==> src/inc/lesf_pkg.sv <==
// Constants shared by the error-status flag block and its monitors.
// Assumes a single 10 MHz controller clock.
package lesf_pkg;
	// Clock period in nanoseconds.
	localparam int CLK_PERIOD_NS = 100;
	// Heartbeat window after a transmit ends, in nanoseconds (4.0 us).
	localparam int HB_WINDOW_NS = 4000;
	// Longest time counts round down.
	localparam int HB_WINDOW_CYC = (HB_WINDOW_NS / CLK_PERIOD_NS) < 1 ? 1 : HB_WINDOW_NS / CLK_PERIOD_NS;
	// Bus master ready timeout, in nanoseconds (25.6 us).
	localparam int BUS_TO_NS = 25600;
	// Least time counts round up.
	localparam int BUS_TO_CYC = (BUS_TO_NS + CLK_PERIOD_NS - 1) / CLK_PERIOD_NS;
	// Frame byte count that marks an overlength transmit.
	localparam int BABBLE_BYTES = 1519;
	// Port select values on the address/data select pin.
	localparam logic PORT_DATA = 1'b0;
	localparam logic PORT_ADDR = 1'b1;
	// Index of the main control/status register in the address port.
	localparam logic [1:0] MCS_INDEX = 2'h0;
	// Bit positions inside the main control/status register.
	localparam int BIT_ERR = 15;
	localparam int BIT_FLAG_LSB = 11;
	localparam int BIT_IRQ = 7;
	localparam int BIT_IRQ_ENABLE = 6;
	localparam int BIT_STOP = 2;
	localparam int BIT_START = 1;
	// Number of sticky error flags (bus timeout, missed, heartbeat, overlength).
	localparam int NUM_FLAGS = 4;
	// Flag order inside the flag vector, lowest register bit first.
	localparam int FL_BUSTO = 0;
	localparam int FL_MISS = 1;
	localparam int FL_HB = 2;
	localparam int FL_OVERLENGTH_TRANSMIT_FLAG = 3;
	// Values after reset.
	localparam logic RST_STOP = 1'b1;
	localparam logic [1:0] RST_RAP = 2'h0;
	localparam logic [15:0] RST_RDATA = 16'h0000;
endpackage

==> src/inc/lesf_mon_if.sv <==
// Carrier between the flag register core and its two event monitors.
// All signals are on the controller clock.
`timescale 1ns/1ps
interface lesf_mon_if;
	logic tx_active; // Transmitter is sending a frame.
	logic tx_byte; // One frame byte went out this cycle.
	logic coll_seen; // Synchronised collision input.
	logic dma_addr_valid; // Bus master address is being driven.
	logic dma_ready; // Memory answered the bus master cycle.
	logic babble_evt; // Pulse: overlength transmit detected.
	logic hb_miss_evt; // Pulse: no heartbeat after a transmit.
	logic bus_to_evt; // Pulse: bus master timed out.
	modport core (output tx_active, tx_byte, coll_seen, dma_addr_valid, dma_ready,
		input babble_evt, hb_miss_evt, bus_to_evt);
	modport tx_mon (input tx_active, tx_byte, coll_seen, output babble_evt, hb_miss_evt);
	modport bus_mon (input dma_addr_valid, dma_ready, output bus_to_evt);
endinterface

==> src/verilog/lesf_tx_monitor.sv <==
// Transmit monitor: overlength frame detection and heartbeat check.
// Assumes synchronous inputs and a synchronised collision level.
`timescale 1ns/1ps
module lesf_tx_monitor import lesf_pkg::*; #(
	parameter int MAX_BYTES = BABBLE_BYTES,
	parameter int WIN_CYC = HB_WINDOW_CYC
) (
	// Clock, enable and reset.
	input wire logic core_clk_i,
	input wire logic ce_i,
	input wire logic rstn_i,
	// Monitor carrier.
	lesf_mon_if.tx_mon mon
);
	// The counters are 11 and 8 bits wide.
	initial begin
		if (MAX_BYTES < 1 || MAX_BYTES > 2047 || WIN_CYC < 1 || WIN_CYC > 255) begin
			$error("lesf_tx_monitor: parameter out of range");
		end
	end

	// Heartbeat watch states.
	typedef enum logic [2:0] {HB_IDLE = 3'b001, HB_TX = 3'b010, HB_WIN = 3'b100} lesf_hb_t;
	lesf_hb_t st_ff, nxt_st;
	logic [10:0] bytes_ff, nxt_bytes; // Bytes sent in this frame.
	logic [7:0] win_ff, nxt_win; // Cycles left in the heartbeat window.
	logic heard_ff, nxt_heard; // Collision seen during frame or window.
	logic overlength_transmit_flag_ff, nxt_overlength_transmit_flag; // Overlength pulse.
	logic hb_ff, nxt_hb; // Heartbeat missing pulse.

	// Next state. The byte count goes on after the overlength mark,
	// so the frame is never cut short by it.
	always_comb begin
		nxt_st = st_ff;
		nxt_bytes = bytes_ff;
		nxt_win = win_ff;
		nxt_heard = heard_ff | mon.coll_seen;
		nxt_overlength_transmit_flag = 1'b0;
		nxt_hb = 1'b0;
		case (st_ff)
			HB_IDLE: begin
				nxt_heard = mon.coll_seen;
				nxt_bytes = 11'h000;
				if (mon.tx_active) begin
					nxt_st = HB_TX;
					// A byte may leave in the very cycle the frame starts; it counts too.
					nxt_bytes = {10'h000, mon.tx_byte};
					nxt_overlength_transmit_flag = mon.tx_byte && (MAX_BYTES == 1);
				end
			end
			HB_TX: begin
				if (mon.tx_byte && bytes_ff != 11'h7ff) begin
					nxt_bytes = bytes_ff + 11'h001;
					nxt_overlength_transmit_flag = (bytes_ff + 11'h001) == 11'(MAX_BYTES);
				end
				if (!mon.tx_active) begin
					nxt_st = HB_WIN;
					nxt_win = 8'(WIN_CYC);
				end
			end
			HB_WIN: begin
				nxt_win = win_ff - 8'h01;
				if (win_ff == 8'h01) begin
					nxt_hb = ~(heard_ff | mon.coll_seen);
					nxt_st = HB_IDLE;
				end
			end
			default: nxt_st = HB_IDLE;
		endcase
	end

	// State registers.
	always_ff @(posedge core_clk_i or negedge rstn_i) begin
		if (!rstn_i) begin
			st_ff <= HB_IDLE;
			bytes_ff <= 11'h000;
			win_ff <= 8'h00;
			heard_ff <= 1'b0;
			overlength_transmit_flag_ff <= 1'b0;
			hb_ff <= 1'b0;
		end else if (ce_i) begin
			st_ff <= nxt_st;
			bytes_ff <= nxt_bytes;
			win_ff <= nxt_win;
			heard_ff <= nxt_heard;
			overlength_transmit_flag_ff <= nxt_overlength_transmit_flag;
			hb_ff <= nxt_hb;
		end
	end

	assign mon.babble_evt = overlength_transmit_flag_ff;
	assign mon.hb_miss_evt = hb_ff;
endmodule

==> src/verilog/lesf_bus_watch.sv <==
// Bus master ready watchdog.
// Assumes address-valid stays high until ready arrives.
`timescale 1ns/1ps
module lesf_bus_watch import lesf_pkg::*; #(
	parameter int TO_CYC = BUS_TO_CYC
) (
	// Clock, enable and reset.
	input wire logic core_clk_i,
	input wire logic ce_i,
	input wire logic rstn_i,
	// Monitor carrier.
	lesf_mon_if.bus_mon mon
);
	// The counter is 12 bits wide.
	initial begin
		if (TO_CYC < 1 || TO_CYC > 4095) begin
			$error("lesf_bus_watch: TO_CYC out of range");
		end
	end

	logic [11:0] cnt_ff, nxt_cnt; // Cycles waited for ready.
	logic to_ff, nxt_to; // Timeout pulse.

	// Count while waiting; fire once per stuck cycle.
	always_comb begin
		nxt_to = 1'b0;
		nxt_cnt = 12'h000;
		if (mon.dma_addr_valid && !mon.dma_ready) begin
			nxt_cnt = (cnt_ff == 12'hfff) ? cnt_ff : cnt_ff + 12'h001;
			nxt_to = (cnt_ff + 12'h001) == 12'(TO_CYC);
		end
	end

	// Registers.
	always_ff @(posedge core_clk_i or negedge rstn_i) begin
		if (!rstn_i) begin
			cnt_ff <= 12'h000;
			to_ff <= 1'b0;
		end else if (ce_i) begin
			cnt_ff <= nxt_cnt;
			to_ff <= nxt_to;
		end
	end

	assign mon.bus_to_evt = to_ff;
endmodule

==> src/verilog/lesf_top.sv <==
// Error-status flags of the main control/status register, with the
// address/data register ports, interrupt pin and event monitors.
// Host strobes come from logic on the controller clock; the collision
// input is a pin and is synchronised here.
`timescale 1ns/1ps

// What this block does
// Hardware events only ever set flags
// Bit 15 is OR of error flags
// Error summary is read only
// Summary drops on reset, stop, clears
// Overlength flag at 1519 sent bytes
// Overlength never aborts the frame
// Overlength flag raises interrupt when enabled
// Overlength flag: write one clears
// Heartbeat missing: no collision in frame or window
// Heartbeat flag: write one clears
// Heartbeat flag never interrupts
// Missed flag set on no-buffer drop
// Dropped frame reports no fifo overflow
// Missed flag raises interrupt when enabled
// Missed flag: write one clears
// Bus timeout flag after 25.6 us
// Interrupt pin low only when enabled
// Set wins over same-cycle clear
module lesf_top import lesf_pkg::*; #(
	parameter int MAX_BYTES = BABBLE_BYTES,
	parameter int WIN_CYC = HB_WINDOW_CYC,
	parameter int TO_CYC = BUS_TO_CYC
) (
	// Clock, enable and reset.
	input wire logic core_clk_i,
	input wire logic ce_i,
	input wire logic rstn_i,
	// Host register ports.
	input wire logic host_sel_i,
	input wire logic host_wr_i,
	input wire logic host_adr_i,
	input wire logic [15:0] host_wdata_i,
	output logic [15:0] host_rdata_o,
	output logic host_ready_o,
	// Transmitter.
	input wire logic tx_active_i,
	input wire logic tx_byte_i,
	output logic tx_abort_o,
	// Collision pin.
	input wire logic coll_i,
	// Bus master.
	input wire logic dma_addr_valid_i,
	input wire logic dma_ready_i,
	// Receive buffer manager.
	input wire logic rx_drop_nobuf_i,
	input wire logic rx_fifo_ovf_i,
	output logic rx_ovf_report_o,
	// Status and interrupt.
	output logic stop_o,
	output logic err_summary_o,
	output logic irq_n_o
);
	// Reset release synchroniser; both stages take a constant on reset.
	logic rst_meta_ff;
	logic rst_sync_ff;

	// Collision pin synchroniser; the first stage feeds only the second.
	logic coll_meta_ff;
	logic coll_sync_ff;

	// Register state.
	logic [1:0] rap_ff, nxt_rap; // Register address port.
	logic [NUM_FLAGS-1:0] flags_ff, nxt_flags; // Sticky error flags.
	logic irq_enable_ff, nxt_irq_enable; // Interrupt enable.
	logic stop_ff, nxt_stop; // Stop control.
	logic [15:0] rdata_ff, nxt_rdata; // Read data held for the host.
	logic ready_ff, nxt_ready; // Access answered.

	// Output state.
	logic irq_n_ff, nxt_irq_n; // Interrupt pin, active low.
	logic err_ff, nxt_err; // Error summary copy.
	logic abort_ff, nxt_abort; // Transmit abort request.
	logic ovf_ff, nxt_ovf; // Fifo overflow report.

	// Decoded host accesses.
	logic acc_addr; // Access to the address port.
	logic acc_mcs; // Access to the main register via data port.
	logic wr_mcs; // Write to the main register.
	logic stop_set; // Host sets the stop control.
	logic [NUM_FLAGS-1:0] w1c; // Flags the host clears.
	logic [NUM_FLAGS-1:0] evt; // Flags the hardware sets.
	logic [15:0] mcs_view; // Current main register contents.
	logic irq_flag; // Interrupt flag from current flags.
	logic nxt_irq_flag; // Interrupt flag from next flags.

	// Monitor carrier.
	lesf_mon_if mon ();

	// The reset release is not gated by the clock enable, so a frozen
	// block still leaves reset cleanly once the enable returns.
	always_ff @(posedge core_clk_i or negedge rstn_i) begin
		if (!rstn_i) begin
			rst_meta_ff <= 1'b0;
			rst_sync_ff <= 1'b0;
		end else begin
			rst_meta_ff <= 1'b1;
			rst_sync_ff <= rst_meta_ff;
		end
	end

	// Collision synchroniser.
	always_ff @(posedge core_clk_i or negedge rst_sync_ff) begin
		if (!rst_sync_ff) begin
			coll_meta_ff <= 1'b0;
			coll_sync_ff <= 1'b0;
		end else if (ce_i) begin
			coll_meta_ff <= coll_i;
			coll_sync_ff <= coll_meta_ff;
		end
	end

	// Drive the monitors.
	assign mon.tx_active = tx_active_i;
	assign mon.tx_byte = tx_byte_i;
	assign mon.coll_seen = coll_sync_ff;
	assign mon.dma_addr_valid = dma_addr_valid_i;
	assign mon.dma_ready = dma_ready_i;

	// Overlength and heartbeat monitor.
	lesf_tx_monitor #(
		.MAX_BYTES(MAX_BYTES),
		.WIN_CYC(WIN_CYC)
	) u_tx_mon (
		.core_clk_i(core_clk_i),
		.ce_i(ce_i),
		.rstn_i(rst_sync_ff),
		.mon(mon.tx_mon)
	);

	// Bus master ready watchdog.
	lesf_bus_watch #(
		.TO_CYC(TO_CYC)
	) u_bus_watch (
		.core_clk_i(core_clk_i),
		.ce_i(ce_i),
		.rstn_i(rst_sync_ff),
		.mon(mon.bus_mon)
	);

	// Host access decode. The other three registers are outside this
	// block: they read as zero and writes to them are dropped.
	always_comb begin
		acc_addr = host_sel_i && host_adr_i == PORT_ADDR;
		acc_mcs = host_sel_i && host_adr_i == PORT_DATA && rap_ff == MCS_INDEX;
		wr_mcs = acc_mcs && host_wr_i;
		stop_set = wr_mcs && host_wdata_i[BIT_STOP];
		// Writing zero to a flag leaves it alone; stop clears them all.
		w1c = {NUM_FLAGS{stop_set}};
		if (wr_mcs) begin
			w1c = w1c | host_wdata_i[BIT_FLAG_LSB +: NUM_FLAGS];
		end
	end

	// Hardware set conditions, one per flag.
	always_comb begin
		evt = '0;
		evt[FL_BUSTO] = mon.bus_to_evt;
		evt[FL_MISS] = rx_drop_nobuf_i;
		evt[FL_HB] = mon.hb_miss_evt;
		evt[FL_OVERLENGTH_TRANSMIT_FLAG] = mon.babble_evt;
	end

	// Interrupt flag leaves the heartbeat flag out on purpose.
	always_comb begin
		irq_flag = flags_ff[FL_OVERLENGTH_TRANSMIT_FLAG] | flags_ff[FL_MISS] | flags_ff[FL_BUSTO];
		nxt_irq_flag = nxt_flags[FL_OVERLENGTH_TRANSMIT_FLAG] | nxt_flags[FL_MISS] | nxt_flags[FL_BUSTO];
	end

	// Read view of the main register. The summary is computed from the
	// flags, so no write can touch it.
	always_comb begin
		mcs_view = 16'h0000;
		mcs_view[BIT_ERR] = |flags_ff;
		mcs_view[BIT_FLAG_LSB +: NUM_FLAGS] = flags_ff;
		mcs_view[BIT_IRQ] = irq_flag;
		mcs_view[BIT_IRQ_ENABLE] = irq_enable_ff;
		mcs_view[BIT_STOP] = stop_ff;
	end

	// Next register values. A flag is the OR of its old value and the new
	// event; the event term sits outside the clear, so an event in the
	// clearing cycle survives.
	always_comb begin
		nxt_flags = (flags_ff & ~w1c) | evt;
		nxt_rap = rap_ff;
		nxt_irq_enable = irq_enable_ff;
		nxt_stop = stop_ff;
		nxt_rdata = rdata_ff;
		nxt_ready = host_sel_i;
		if (acc_addr) begin
			// Address port: only the low two bits are kept.
			if (host_wr_i) begin
				nxt_rap = host_wdata_i[1:0];
			end else begin
				nxt_rdata = {14'h0000, rap_ff};
			end
		end else if (host_sel_i) begin
			// Data port.
			if (!host_wr_i) begin
				nxt_rdata = acc_mcs ? mcs_view : 16'h0000;
			end
		end
		if (wr_mcs) begin
			if (host_wdata_i[BIT_STOP]) begin
				// Stop wins over any enable in the same write.
				nxt_stop = 1'b1;
				nxt_irq_enable = 1'b0;
			end else begin
				nxt_irq_enable = host_wdata_i[BIT_IRQ_ENABLE];
				if (host_wdata_i[BIT_START]) begin
					nxt_stop = 1'b0;
				end
			end
		end
	end

	// Next output values; the summary and interrupt pin are taken from the next
	// register state so those pins agree with the register in the same cycle.
	always_comb begin
		nxt_err = |nxt_flags;
		nxt_irq_n = ~(nxt_irq_enable & nxt_irq_flag);
		// Only a bus timeout stops the transmitter; overlength lets the
		// frame run to its end.
		nxt_abort = mon.bus_to_evt;
		// With no ring entry there is nowhere to write overflow status.
		nxt_ovf = rx_fifo_ovf_i & ~rx_drop_nobuf_i;
	end

	// Register stage for everything above.
	always_ff @(posedge core_clk_i or negedge rst_sync_ff) begin
		if (!rst_sync_ff) begin
			rap_ff <= RST_RAP;
			flags_ff <= '0;
			irq_enable_ff <= 1'b0;
			stop_ff <= RST_STOP;
			rdata_ff <= RST_RDATA;
			ready_ff <= 1'b0;
			irq_n_ff <= 1'b1;
			err_ff <= 1'b0;
			abort_ff <= 1'b0;
			ovf_ff <= 1'b0;
		end else if (ce_i) begin
			rap_ff <= nxt_rap;
			flags_ff <= nxt_flags;
			irq_enable_ff <= nxt_irq_enable;
			stop_ff <= nxt_stop;
			rdata_ff <= nxt_rdata;
			ready_ff <= nxt_ready;
			irq_n_ff <= nxt_irq_n;
			err_ff <= nxt_err;
			abort_ff <= nxt_abort;
			ovf_ff <= nxt_ovf;
		end
	end

	// Outputs straight from flip-flops.
	assign host_rdata_o = rdata_ff;
	assign host_ready_o = ready_ff;
	assign tx_abort_o = abort_ff;
	assign rx_ovf_report_o = ovf_ff;
	assign stop_o = stop_ff;
	assign err_summary_o = err_ff;
	assign irq_n_o = irq_n_ff;
endmodule

==> config.mk <==
export PLATFORM = sky130hd
export DESIGN_NAME = lesf_top
export DESIGN_NICKNAME = d
export VERILOG_FILES = /design/src/inc/lesf_pkg.sv /design/src/inc/lesf_mon_if.sv /design/src/verilog/lesf_tx_monitor.sv /design/src/verilog/lesf_bus_watch.sv /design/src/verilog/lesf_top.sv
export SDC_FILE = /design/constraint.sdc
export NUM_CORES = 1
export LEC_CHECK = 0
export BUFFER_PORTS_ARGS = -buffer_cell sky130_fd_sc_hd__clkbuf_2
export CAP_MARGIN = 25
export CORE_AREA = 2 2 128 118
export DETAILED_ROUTE_END_ITERATION = 16
export DIE_AREA = 0 0 130 120
export SETUP_SLACK_MARGIN = 0.2
export SLEW_MARGIN = 20
export SYNTH_ARGS = -nofsm -noshare
export SYNTH_HDL_FRONTEND = slang
export SYNTH_SLANG_ARGS = --single-unit
==> constraint.sdc <==
create_clock -name core_clk_i -period 2.7 [get_ports core_clk_i]
set_input_delay 0.405 -clock core_clk_i [delete_from_list [all_inputs] [get_ports core_clk_i]]
set_output_delay 0.405 -clock core_clk_i [all_outputs]
set_load 0.05 [all_outputs]
==> results.json <==
{
  "p_leak_uw": 0.00177,
  "syn_avg_cell_area_sq_um": 9.62,
  "first_pass_iters": 4,
  "wl_per_cell_um": 12.5,
  "cts_resized": 0,
  "rsz0062_at_grt": "no",
  "multi_input_area_sq_mm": 0.00172,
  "diodes": 0,
  "ctsHoldBuffers": 1,
  "finalSetupViolations": 0,
  "grt_usage_pct": 9.99,
  "synth_ff_type": "dfrtp_1",
  "cts_tree": "yes",
  "layout.nets": 435,
  "ir_drop_mv": 0.386,
  "ys_seq_elements": 65,
  "powerDensity_mw_per_mm2": 732,
  "outcome": "finished clean",
  "fin_tns_setup_ps": 0,
  "portBuffers": 36,
  "via_count": 2874,
  "placed_cells": 586,
  "synth-seq-area-share_pct": 46.5,
  "grt_pass1_vias": 2616,
  "max_freq_mhz": 449,
  "fillCellCount": 1490,
  "finalNonFillerCells": 603,
  "drcViolationCount": 0,
  "ys_async_sr_fraction_pct": 100,
  "root_buffer": "clkbuf_16",
  "postRouteAntennaNets": 0,
  "slew_violations": 0,
  "cts_buffer_depth": 2,
  "regArea_sq_mm": 0.00163,
  "cp_slowest_cell": "nor4_4",
  "via_per_inst": 4.77,
  "htree_levels": 3,
  "io_pins": 51,
  "drtIter0Drc": 161,
  "hold_path.class": "flip-flop to asynchronous set/reset pin",
  "syn_inst": 365,
  "synth_edf_count": 0,
  "skew_ps": 7.60,
  "hpwlAfterDp_mm": 5.33,
  "worstPathCellList": "ha_1 -> nand3_1 -> nor4_4 -> nor2_1 -> a21oi_1 -> a31oi_1",
  "grt_pass1_wl_mm": 12.7,
  "gr-total-overflow": 0,
  "cp.required_ps": 2880,
  "grt_max_degree": 31,
  "syn-cell-area_sq_mm": 0.00351,
  "end_kind": "flip-flop",
  "path_max_fanout": 9,
  "hold_violations": 0,
  "slowest_delay_ps": 480,
  "start_util_pct": 24.5,
  "ys_types": 60,
  "num_rows": 42,
  "wirelength_mm": 7.56,
  "tightest_slew_ps": 628,
  "dieWidth_um": 130,
  "cts_setup_buffers": 0,
  "clk_pin_slew_ps": 60,
  "period_share_pct": 82.5,
  "place_congestion": 0.776,
  "cp-start-kind": "flip-flop",
  "cts-buffers-inserted": 9,
  "clkSinkCount": 65,
  "yosys_warnings": 0,
  "insertion_delay_ps": 330,
  "die_h_um": 120,
  "core_sq_mm": 0.0143,
  "maxSlewHeadroom_pct": 58.0,
  "die_area_sq_mm": 0.0156,
  "arrival_ps": 2410,
  "antenna_found_initial": 0,
  "maxCapViolations": 0,
  "path_class": "flip-flop to flip-flop",
  "area_delta_synth_final_pct": 19.0,
  "min_period_ps": 2230,
  "final_layout_size_suffix_gt1_share_pct": 18.3,
  "reg2reg_setup_slack_ps": 470
}
registers in the layout (all words and copies together) (netlist names), 2 cells and up:
signal,cells
u_bus_watch.cnt_ff,12
u_tx_mon.win_ff,8
rap_ff,2
flags_ff,4
host_rdata_o,10
u_tx_mon.st_ff,3
u_tx_mon.bytes_ff,11
synth_stat cells (3+ instances only):
master	number	area share (%)
nor3b_1	3	0.64
nand2b_1	6	1.1
nor2b_1	4	0.71
nand3b_1	4	0.86
xor2_1	7	1.7
clkbuf_1	8	0.86
buf_2	5	0.71
o31ai_1	5	1.1
o21ai_0	32	4.6
buf_4	8	1.7
nand3_1	19	2.7
nand4b_1	3	0.75
a21oi_1	8	1.1
dfrtp_1	62	44
nand2_1	33	3.5
and2_1	5	0.89
ha_1	6	2.1
nor2_1	25	2.7
o211ai_1	4	0.86
nand4_1	7	1.2
dfstp_2	3	2.2
and4_1	7	1.7
a22o_1	14	3.5
inv_1	12	1.3
nor3_1	9	1.3
mux2_2	6	1.9
a31oi_1	12	2.1
o41ai_1	3	0.75
xnor2_1	3	0.75
cell type report:
class,instances,area share (%)
flip-flops and latches,65,39.1
well taps,198,5.93
clock buffers,9,5.39
multi-input cells,270,41.2
inverters,12,1.08
clock inverters,7,1.89
repair buffers,42,5.45
kinds of logic (layout without fill, tap and decap cells):
group / count (synthesis) / in the layout / synth area share, %
adder cells (fa/ha/maj): 6 / 6 / 2.14
XOR/XNOR: 10 / 10 / 2.50
flip-flops: 65 / 65 / 46.5
multiplexers: 7 / 7 / 2.21
AND/OR/NAND/NOR: 139 / 139 / 22.0
other: 2 / 7 / 0.214
AO/OA/AOI/OAI: 101 / 101 / 19.5
buffers and inverters: 35 / 70 / 5.03
critical path, delay by kind of cell (launching register included):
family          cells  cell delay, ps
simple gates        3            1010
compound gates      2             270
flops               1             460
fa+ha+maj           1             350
layer usage:
layer / up-vias / GRT usage (%) / wire length (um) / part of all wire [%]
met5: - / 0 / 0 / 0
met4: 0 / 3.70 / 84 / 1.1
met3: 9 / 2.50 / 342 / 4.5
met2: 67 / 15.2 / 3420 / 45
met1: 1393 / 13.7 / 3720 / 49
li1: 1405 / - / - / -
where the power goes:
group,switching (uW),total (uW),internal (uW)
clock network,447,1170,723
registers,158,1270,1120
logic,381,613,232
path summary, 6_finish.rpt:
kind,cells after the start,end,startpoint
setup / recovery,6,u_bus_watch.cnt_ff[4]$_DFFE_PN0P_,u_bus_watch.cnt_ff[0]$_DFFE_PN0P_
hold / removal,0,u_tx_mon.bytes_ff[10]$_DFFE_PN0P_,rst_sync_ff$_DFF_PN0_
setup reg to reg,6,u_bus_watch.cnt_ff[4]$_DFFE_PN0P_,u_bus_watch.cnt_ff[0]$_DFFE_PN0P_
hold reg to reg,0,u_tx_mon.bytes_ff[10]$_DFFE_PN0P_,rst_sync_ff$_DFF_PN0_
max in group asynchronous,1,u_tx_mon.st_ff[0]$_DFFE_PN1P_,rst_sync_ff$_DFF_PN0_
min in group core_clk_i,2,rap_ff[0]$_DFFE_PN0P_,host_wdata_i[0]
layout by cell type, fill, tap and decap left out, types with 3 or more instances in the layout:
| master | count |
|---|---|
| nor2_1 | 25 |
| o211ai_1 | 4 |
| buf_4 | 5 |
| clkbuf_16 | 9 |
| dfrtp_1 | 61 |
| a31oi_1 | 12 |
| nand3_1 | 19 |
| nand4b_1 | 3 |
| a21oi_1 | 8 |
| and4_1 | 7 |
| o21ai_0 | 32 |
| nand3b_1 | 4 |
| mux2_2 | 6 |
| inv_1 | 12 |
| o41ai_1 | 3 |
| nor3b_1 | 3 |
| nand4_1 | 7 |
| a22o_1 | 14 |
| xnor2_1 | 3 |
| xor2_1 | 7 |
| dfstp_2 | 3 |
| nor2b_1 | 4 |
| and2_1 | 5 |
| o31ai_1 | 5 |
| ha_1 | 6 |
| clkbuf_2 | 36 |
| clkinv_4 | 3 |
| nor3_1 | 9 |
| nand2b_1 | 6 |
| nand2_1 | 33 |
| conb_1 | 7 |
per-stage QoR:
stage                     setup slack (ps)  hold slack, ps  util [%]  power, uW  area (sq um)
after floorplan                        761             109         -       1750          3530
after global placement                 532             192      26.9       1870          3860
after detailed placement               504             196      26.9       1900          3860
after CTS                              495             303      29.1       3090          4180
after global routing                   236             309      29.1       3220          4180
final                                  473             293      29.1       3060          4180
Power figures use the tool's default switching activity.
